### config.mk
export PLATFORM = sky130hd
export DESIGN_NAME = tlc_timer
export DESIGN_NICKNAME = d
export VERILOG_FILES = /design/src/hw/tlc_pkg.sv /design/src/hw/tlc_timer.sv
export SDC_FILE = /design/constraint.sdc
export NUM_CORES = 1
export LEC_CHECK = 0
export ABC_CLOCK_PERIOD_IN_PS = 6900
export BUFFER_PORTS_ARGS = -buffer_cell sky130_fd_sc_hd__buf_2
export CAP_MARGIN = 15
export CORE_UTILIZATION = 60
export DETAILED_ROUTE_END_ITERATION = 10
export PLACE_DENSITY = 0.81
export SLEW_MARGIN = 10
export SYNTH_ARGS = -nofsm -noshare
export SYNTH_HDL_FRONTEND = slang
export SYNTH_SLANG_ARGS = --single-unit
### constraint.sdc
create_clock -name i_mclk -period 6.9 [get_ports i_mclk]
set_input_delay 1.38 -clock i_mclk [delete_from_list [all_inputs] [get_ports i_mclk]]
set_output_delay 1.38 -clock i_mclk [all_outputs]
set_load 0.01 [all_outputs]
### src/hw/tlc_pkg.sv
// tlc_pkg: constants and types for the timer load, compare and count block.
// assumes a 32-bit APB register bus and a single timer clock domain.
package tlc_pkg;

   // counter width and limits
   localparam int CNT_W = 24;
   localparam logic [23:0] CNT_MAX = 24'hffffff;
   localparam logic [23:0] CNT_ZERO = 24'h000000;

   // register byte offsets
   localparam int ADDR_W = 8;
   localparam logic [7:0] OFS_CTRL = 8'h00;
   localparam logic [7:0] OFS_STATUS = 8'h04;
   localparam logic [7:0] OFS_MASK = 8'h08;
   localparam logic [7:0] OFS_PRELOAD = 8'h0c;
   localparam logic [7:0] OFS_COMPARE = 8'h10;
   localparam logic [7:0] OFS_READBACK = 8'h14;

   // timer_control_status field positions
   localparam int CTRL_TE = 0;
   localparam int CTRL_RELOAD = 1;
   localparam int CTRL_CMP_IE = 2;
   localparam int CTRL_OVF_IE = 3;
   localparam int CTRL_MODE_LO = 4;
   localparam int CTRL_INV = 6;

   // sticky status bits, same layout in the mask register
   localparam int ST_W = 3;
   localparam int ST_CMP = 0;
   localparam int ST_OVF = 1;
   localparam int ST_CAP = 2;

   // values after reset
   localparam logic [2:0] ST_RESET = 3'h0;
   localparam logic [2:0] MASK_RESET = 3'h7;
   localparam logic [23:0] PRELOAD_RESET = 24'h000000;
   localparam logic [23:0] COMPARE_RESET = 24'hffffff;

   // mode class of the channel
   typedef enum logic [1:0] {
      TLC_MODE_TIMER = 2'b00,
      TLC_MODE_MEAS = 2'b01,
      TLC_MODE_PWM = 2'b10,
      TLC_MODE_WDOG = 2'b11
   } tlc_mode_t;

endpackage : tlc_pkg

### src/hw/tlc_timer.sv
// tlc_timer: preload, compare and count-capture logic of one 24-bit timer channel.
// assumes an APB master on i_mclk, a count event pulse from the prescaler on the
// same clock, and an asynchronous timer io pin input.
//
// Local design decisions: the placing of the registers and the APB interface to the registers.
`timescale 1ns/10ps

// Functional notes
// - first event after enable loads preload
// - timer mode reloads after compare match
// - measurement reloads on every qualifying edge
// - pwm mode reloads after counter overflow
// - watchdog reloads after compare match
// - watchdog preload write while enabled reloads
// - reload option clear means free running
// - 24-bit compare value checked on every count event
// - match sets flag, interrupt needs enable
// - measurement modes ignore compare value
// - readback shows live counter in timer/watchdog
// - measurement latches counter on qualifying edge
// - measurement input comes from io pin
// - enable clears counter, disable stops it
// - counter wraps to zero, overflow interrupt
// - compare after M minus N plus one
module tlc_timer (
   // clock and reset
   input wire logic i_mclk,
   input wire logic i_rstn,
   // apb slave
   input wire logic i_psel,
   input wire logic i_penable,
   input wire logic i_pwrite,
   input wire logic [7:0] i_paddr,
   input wire logic [31:0] i_pwdata,
   output logic [31:0] o_prdata,
   output logic o_pready,
   output logic o_pslverr,
   // timing inputs
   input wire logic i_count_event,
   input wire logic i_timer_io_pin,
   // interrupt
   output logic o_irq
);

   logic te;
   logic reload_option;
   logic compare_irq_enable;
   logic overflow_irq_enable;
   tlc_pkg::tlc_mode_t mode;
   logic inv;
   logic [2:0] status;
   logic [2:0] mask;
   logic [23:0] counter_preload;
   logic [23:0] counter_compare_value;
   logic [23:0] cnt;
   logic [23:0] capture;
   logic first_pending;
   logic wrapped;
   logic [31:0] prdata;
   logic pin_s1, pin_s2, pin_s3;

   logic next_te, next_reload, next_cmp_ie, next_ovf_ie, next_inv;
   tlc_pkg::tlc_mode_t next_mode;
   logic [2:0] next_status, next_mask;
   logic [23:0] next_preload, next_compare, next_cnt, next_capture;
   logic next_first, next_wrapped;
   logic [31:0] next_prdata;

   logic acc, wr, rd_setup, mapped;
   logic ctrl_wr, pl_wr, te_start, meas, qual_edge, cnt_evt, cmp_hit, ovf_hit;
   logic [23:0] readback;
   logic [2:0] set_bits, clr_bits, eff_mask;

   // apb decode
   assign acc = i_psel && i_penable;
   assign wr = acc && i_pwrite;
   assign rd_setup = i_psel && !i_penable && !i_pwrite;
   assign mapped = (i_paddr == tlc_pkg::OFS_CTRL) || (i_paddr == tlc_pkg::OFS_STATUS) ||
                   (i_paddr == tlc_pkg::OFS_MASK) || (i_paddr == tlc_pkg::OFS_PRELOAD) ||
                   (i_paddr == tlc_pkg::OFS_COMPARE) || (i_paddr == tlc_pkg::OFS_READBACK);
   assign o_pready = acc;
   assign o_pslverr = acc && !mapped;
   assign o_prdata = prdata;
   assign ctrl_wr = wr && (i_paddr == tlc_pkg::OFS_CTRL);
   assign pl_wr = wr && (i_paddr == tlc_pkg::OFS_PRELOAD);
   assign te_start = ctrl_wr && i_pwdata[tlc_pkg::CTRL_TE] && !te;

   // measured input is the io pin after a two-flop synchroniser
   assign meas = (mode == tlc_pkg::TLC_MODE_MEAS);
   assign qual_edge = te && meas && (inv ? (pin_s3 && !pin_s2) : (!pin_s3 && pin_s2));
   assign readback = meas ? capture : cnt;

   // counter path
   always_comb begin
      next_cnt = cnt;
      next_first = first_pending;
      next_wrapped = wrapped;
      next_capture = capture;
      cnt_evt = 1'b0;
      ovf_hit = 1'b0;
      if (te_start) begin
         next_cnt = tlc_pkg::CNT_ZERO;
         next_first = 1'b1;
         next_wrapped = 1'b0;
      end else if (!te) begin
         next_cnt = cnt;
      end else if (pl_wr && (mode == tlc_pkg::TLC_MODE_WDOG)) begin
         next_cnt = i_pwdata[23:0];
         next_first = 1'b0;
         next_wrapped = 1'b0;
      end else if (qual_edge) begin
         next_capture = cnt;
         if (reload_option) begin
            next_cnt = counter_preload;
            next_first = 1'b0;
         end
      end else if (i_count_event) begin
         cnt_evt = 1'b1;
         next_wrapped = 1'b0;
         if (first_pending) begin
            next_cnt = counter_preload;
            next_first = 1'b0;
         end else if (reload_option && !meas && (mode != tlc_pkg::TLC_MODE_PWM) &&
                      (cnt == counter_compare_value)) begin
            next_cnt = counter_preload;
         end else if (reload_option && (mode == tlc_pkg::TLC_MODE_PWM) && wrapped) begin
            next_cnt = counter_preload;
         end else begin
            next_cnt = cnt + 24'h000001;
            if (cnt == tlc_pkg::CNT_MAX) begin
               ovf_hit = 1'b1;
               next_wrapped = 1'b1;
            end
         end
      end
   end

   // compare runs while enabled, never in measurement modes
   assign cmp_hit = te && !meas && cnt_evt && (next_cnt == counter_compare_value);

   // sticky status: set wins over the read clear
   assign set_bits = {qual_edge, ovf_hit, cmp_hit};
   assign clr_bits = (acc && !i_pwrite && (i_paddr == tlc_pkg::OFS_STATUS)) ?
                     prdata[2:0] : 3'h0;
   assign eff_mask = mask & {1'b1, overflow_irq_enable, compare_irq_enable};
   assign o_irq = |(status & eff_mask);

   // register file next values
   always_comb begin
      next_te = te;
      next_reload = reload_option;
      next_cmp_ie = compare_irq_enable;
      next_ovf_ie = overflow_irq_enable;
      next_mode = mode;
      next_inv = inv;
      next_mask = mask;
      next_preload = counter_preload;
      next_compare = counter_compare_value;
      next_status = (status & ~clr_bits) | set_bits;
      next_prdata = prdata;
      if (ctrl_wr) begin
         next_te = i_pwdata[tlc_pkg::CTRL_TE];
         next_reload = i_pwdata[tlc_pkg::CTRL_RELOAD];
         next_cmp_ie = i_pwdata[tlc_pkg::CTRL_CMP_IE];
         next_ovf_ie = i_pwdata[tlc_pkg::CTRL_OVF_IE];
         next_mode = tlc_pkg::tlc_mode_t'(i_pwdata[tlc_pkg::CTRL_MODE_LO +: 2]);
         next_inv = i_pwdata[tlc_pkg::CTRL_INV];
      end
      if (wr && (i_paddr == tlc_pkg::OFS_MASK)) begin
         next_mask = i_pwdata[2:0];
      end
      if (pl_wr) begin
         next_preload = i_pwdata[23:0];
      end
      if (wr && (i_paddr == tlc_pkg::OFS_COMPARE)) begin
         next_compare = i_pwdata[23:0];
      end
      // read data is sampled in the setup cycle
      if (rd_setup) begin
         case (i_paddr)
            tlc_pkg::OFS_CTRL: next_prdata = {25'h0000000, inv, mode, overflow_irq_enable,
                                              compare_irq_enable, reload_option, te};
            tlc_pkg::OFS_STATUS: next_prdata = {29'h00000000, status};
            tlc_pkg::OFS_MASK: next_prdata = {29'h00000000, mask};
            tlc_pkg::OFS_COMPARE: next_prdata = {8'h00, counter_compare_value};
            tlc_pkg::OFS_READBACK: next_prdata = {8'h00, readback};
            default: next_prdata = 32'h00000000;
         endcase
      end
   end

   always_ff @(posedge i_mclk) begin
      if (!i_rstn) begin
         te <= 1'b0;
         reload_option <= 1'b0;
         compare_irq_enable <= 1'b0;
         overflow_irq_enable <= 1'b0;
         mode <= tlc_pkg::TLC_MODE_TIMER;
         inv <= 1'b0;
         mask <= tlc_pkg::MASK_RESET;
         status <= tlc_pkg::ST_RESET;
         counter_preload <= tlc_pkg::PRELOAD_RESET;
         counter_compare_value <= tlc_pkg::COMPARE_RESET;
         cnt <= tlc_pkg::CNT_ZERO;
         capture <= tlc_pkg::CNT_ZERO;
         first_pending <= 1'b0;
         wrapped <= 1'b0;
         prdata <= 32'h00000000;
         pin_s1 <= 1'b0;
         pin_s2 <= 1'b0;
         pin_s3 <= 1'b0;
      end else begin
         te <= next_te;
         reload_option <= next_reload;
         compare_irq_enable <= next_cmp_ie;
         overflow_irq_enable <= next_ovf_ie;
         mode <= next_mode;
         inv <= next_inv;
         mask <= next_mask;
         status <= next_status;
         counter_preload <= next_preload;
         counter_compare_value <= next_compare;
         cnt <= next_cnt;
         capture <= next_capture;
         first_pending <= next_first;
         wrapped <= next_wrapped;
         prdata <= next_prdata;
         pin_s1 <= i_timer_io_pin;
         pin_s2 <= pin_s1;
         pin_s3 <= pin_s2;
      end
   end
endmodule : tlc_timer

==> flow_metrics.py <==
metrics = {
    "status": {
        "run_status": "finished, final reports clean",
    },
    "sta": {
        "fmax_mhz": 205,
        "timing.final.crit_period_ns": 4.88,
        "max_slew_margin_pct": 27.6,
        "final.setup.tns_ns": 0,
        "unrepaired_setup_endpoints_after_global_routing": "no",
        "fin_crit_sh_pct": 70.8,
        "final_report_max_slew_violation_count": 0,
        "final.setup_skew_ns": 0.0116,
        "setup-violations-final": 0,
        "tightest_slew_ns": 1.08,
        "final_hold_viol_count": 0,
    },
    "yosys": {
        "synth-async-reset-ratio_pct": 0,
        "synthMuxAreaShare_pct": 4.84,
        "post_synth_num_cell_types": 83,
        "fraction_of_the_mapped_netlist_area_in_compound_gates_pct": 22.3,
        "synth.avg_cell_area_um2": 7.22,
        "synth_top_family_by_area": "simple AND/OR/NAND/NOR gates",
        "adder_and_majority_gate_portion_of_the_synthesized_area_pct": 0.143,
        "post_synth_and_or_nand_nor_area_fraction_pct": 29.1,
        "synth_seq_area_share_pct": 31.5,
        "synth_top_flop_cell": "sky130_fd_sc_hd__dfxtp_1",
        "synthDominantCellAreaShare_pct": 31.5,
        "synth_area_leaders": "sky130_fd_sc_hd__dfxtp_1 (32%), sky130_fd_sc_hd__nand2_1 (12%), sky130_fd_sc_hd__a21oi_1 (6.2%), sky130_fd_sc_hd__nor2_1 (4.7%), sky130_fd_sc_hd__mux2i_1 (3.4%)",
        "synth_top_cell_by_area": "sky130_fd_sc_hd__dfxtp_1",
        "synth-warning-count": 0,
        "netlist_instances": 1214,
        "synthXorXnorAreaFrac_pct": 4.76,
        "synth_enable_flop_cells": 0,
        "syn-cell-area_um2": 8760,
        "yosys_register_bits": 138,
    },
    "global_routing": {
        "grt_pass1_wl_um": 46100,
        "number_of_antenna_violations_at_the_first_check_in_global_routing": 0,
        "grt_pass1_vias": 8298,
        "track_usage_pct": 41.1,
        "gr-total-overflow": 0,
        "maximum_number_of_pins_on_one_net_before_global_route_repair": 62,
    },
    "placed_design": {
        "hpwl_after_detailed_placement_um": 19900,
        "placed_cells": 1372,
        "place.port_buffers": 65,
        "routabilityCongestion": 1.01,
        "placedInstanceArea_um2": 8940,
    },
    "clock_network": {
        "cts-root-buf": "sky130_fd_sc_hd__clkbuf_16",
        "cts_inserted_buffers": 17,
        "clk_path_buf_depth": 2,
        "cts.sinks": 138,
        "ctsHoldBuffers": 0,
        "post-cts-setup-buffers": 0,
        "cts-htree-levels": 4,
        "cts_tree": "done",
        "cts_resized": 0,
        "clk-insertion-delay-late_ns": 0.45,
        "clkSlewWorstSetupHoldPaths_ns": 0.06,
    },
    "cells_and_area": {
        "highest_count_cells_in_the_layout_ignoring_fill_and_taps": "sky130_fd_sc_hd__nand2_1 (273), sky130_fd_sc_hd__dfxtp_1 (138), sky130_fd_sc_hd__nor2_1 (110), sky130_fd_sc_hd__a21oi_1 (108), sky130_fd_sc_hd__buf_2 (65)",
        "area_delta_synth_final_pct": 8.96,
        "layout.nets": 1259,
        "mostFrequentLayoutCell": "sky130_fd_sc_hd__nand2_1",
        "postLayoutCoreUtil_pct": 68.0,
        "layout.cells.non_filler": 1401,
        "finalInstanceArea_um2": 9540,
        "antenna_cells_inserted": 0,
        "drive_gt1_share_pct": 12.9,
    },
    "drt": {
        "drc": 0,
        "initialDrtViolationCount": 1254,
        "routed_via_density": 6.68,
        "route.antenna.remaining_nets": 0,
        "drt-wirelength-per-cell_um": 21.6,
        "detail_route.first_pass.iterations": 7,
        "wl_um": 30300,
        "detailroute.via_count": 9356,
    },
    "power": {
        "p_seq_share_pct": 43.0,
        "post-layout-total-power_w": 0.00186,
        "power.internal_w": 0.00144,
        "p_leak_nw": 3.45,
        "switching_share_pct": 22.6,
        "peakVddDrop_uv": 206,
        "power_per_cell_area_nw_per_um2": 195,
        "power_frac_clock_pct": 52.0,
        "switchingPower_w": 0.000420,
        "power.combinational.fraction_pct": 4.9,
    },
    "floorplan": {
        "std_cell_rows": 43,
        "dieWidth_um": 123,
        "chipHeight_um": 123,
        "dieArea_um2": 15100,
        "io_pins": 82,
        "floorplan.initialDensity_pct": 62.4,
        "core_area_um2": 14000,
    },
    "setup_path": {
        "worst-setup-path-type": "reg2reg",
        "worst-endpoint-arrival_ns": 5.22,
        "worst-endpoint-required_ns": 7.23,
        "worst_r2r_path_depth": 10,
        "crit_path_max_incr_delay_ns": 1.10,
        "worstPathCellList": "clkinv_1 -> a211oi_4 -> nor2_1 -> a21o_1 -> a21oi_1 -> a311oi_1 -> o211ai_1 -> nor4_1 -> nand4_1 -> o21ai_1",
        "cp_slowest_cell": "sky130_fd_sc_hd__a211oi_4",
        "critical_path.max_fanout": 18,
        "endpoint_kind": "flip-flop",
        "setup.worst_path.start_class": "flip-flop",
        "r2r_slack_ns": 2.02,
    },
    "worst_hold_path": {
        "hp-class": "reg2reg",
        "min_path_cells": 1,
    },
    "flow_run": {
        "number_of_maximum_capacitance_violations": 0,
    },
}
[registers in the layout, summed over array words and instances (netlist names)]
| signal | count |
|---|---|
| pin_s1 | 1 |
| wrapped | 1 |
| pin_s3 | 1 |
| mask | 3 |
| capture | 24 |
| o_prdata | 24 |
| overflow_irq_enable | 1 |
| pin_s2 | 1 |
| status | 3 |
| inv | 1 |
| first_pending | 1 |
| cnt | 24 |
| mode | 2 |
| counter_compare_value | 24 |
| counter_preload | 24 |
| compare_irq_enable | 1 |
| te | 1 |
| reload_option | 1 |
[worst paths after layout]
check,startpoint,endpoint
min,pin_s1$_SDFF_PN0_,pin_s2$_SDFF_PN0_
max reg2reg,te$_SDFFE_PN0P_,status[0]$_SDFF_PN0_
max,te$_SDFFE_PN0P_,status[0]$_SDFF_PN0_
min reg2reg,pin_s1$_SDFF_PN0_,pin_s2$_SDFF_PN0_
[Yosys cell counts (all sizes together), types with 3 or more instances]
library cell	number
o21ai	57
buf	41
o221ai	13
nor2	110
and3	13
a2111oi	3
a22oi	23
clkbuf	73
or4	5
a211oi	12
o211ai	8
and2	12
nor3b	3
a21o	3
a211o	3
o21a	6
or3	8
o221a	3
dfxtp	138
xnor2	26
inv	14
a311oi	6
nor3	22
o22ai	6
nand2b	3
o2bb2ai	3
a21oi	110
nor4	18
mux2	11
nor2b	4
xor2	19
nand4	16
a31oi	23
o2111ai	6
mux2i	30
nand3	57
nand2	273
[power groups by stage]
| stage | Combinational (W) | Sequential [W] | Clock [W] |
|---|---|---|---|
| global placement | 0.0000873 | 0.000817 | 0 |
| global route | 0.0000966 | 0.000800 | 0.00100 |
| detailed placement | 0.0000875 | 0.000817 | 0 |
| floorplan | 0.0000520 | 0.000817 | 0 |
| finish | 0.0000914 | 0.000800 | 0.000968 |
| CTS | 0.0000878 | 0.000800 | 0.000972 |
[through the flow]
step | hold slack (ns) | setup WS, ns
floorplan | 0.412 | 3.12
global placement | 0.416 | 2.15
detailed placement | 0.429 | 2.15
CTS | 0.442 | 2.48
global route | 0.467 | 2.17
finish | 0.437 | 2.02
[metal layers]
metal | track usage [%] | vias up | wire, um
met4 | 20.4 | 0 | 1450
met1 | 54.3 | 4320 | 11800
met3 | 12.8 | 120 | 4120
met2 | 60.1 | 666 | 12900
li1 | - | 4250 | -
met5 | 0 | - | 0
[critical path: cells and delay by family (launching register included)]
family | cells | cell delay (ns)
buf+inv | 1 | 0.99
compound gates | 6 | 2.22
simple gates | 3 | 0.61
flops | 1 | 0.93
[kinds of logic (layout without fill, tap and decap cells)]
family | after synthesis | count (layout)
adder cells (fa/ha/maj) | 1 | 1
AO/OA/AOI/OAI | 303 | 303
flip-flops | 138 | 138
AND/OR/NAND/NOR | 556 | 556
other | 1 | 8
XOR/XNOR | 45 | 45
multiplexers | 41 | 41
buffers and inverters | 129 | 129
[cell type report]
cell class / instances / area, um2
Inverter: 15 / 57.6
Tap cell: 180 / 225
Multi-Input combinational cell: 954 / 5420
Timing Repair Buffer: 85 / 475
Clock inverter: 8 / 145
Sequential cell: 138 / 2760
Fill cell: 1267 / 4500
Clock buffer: 21 / 460
Note: power is estimated with default switching activity, not from simulation.
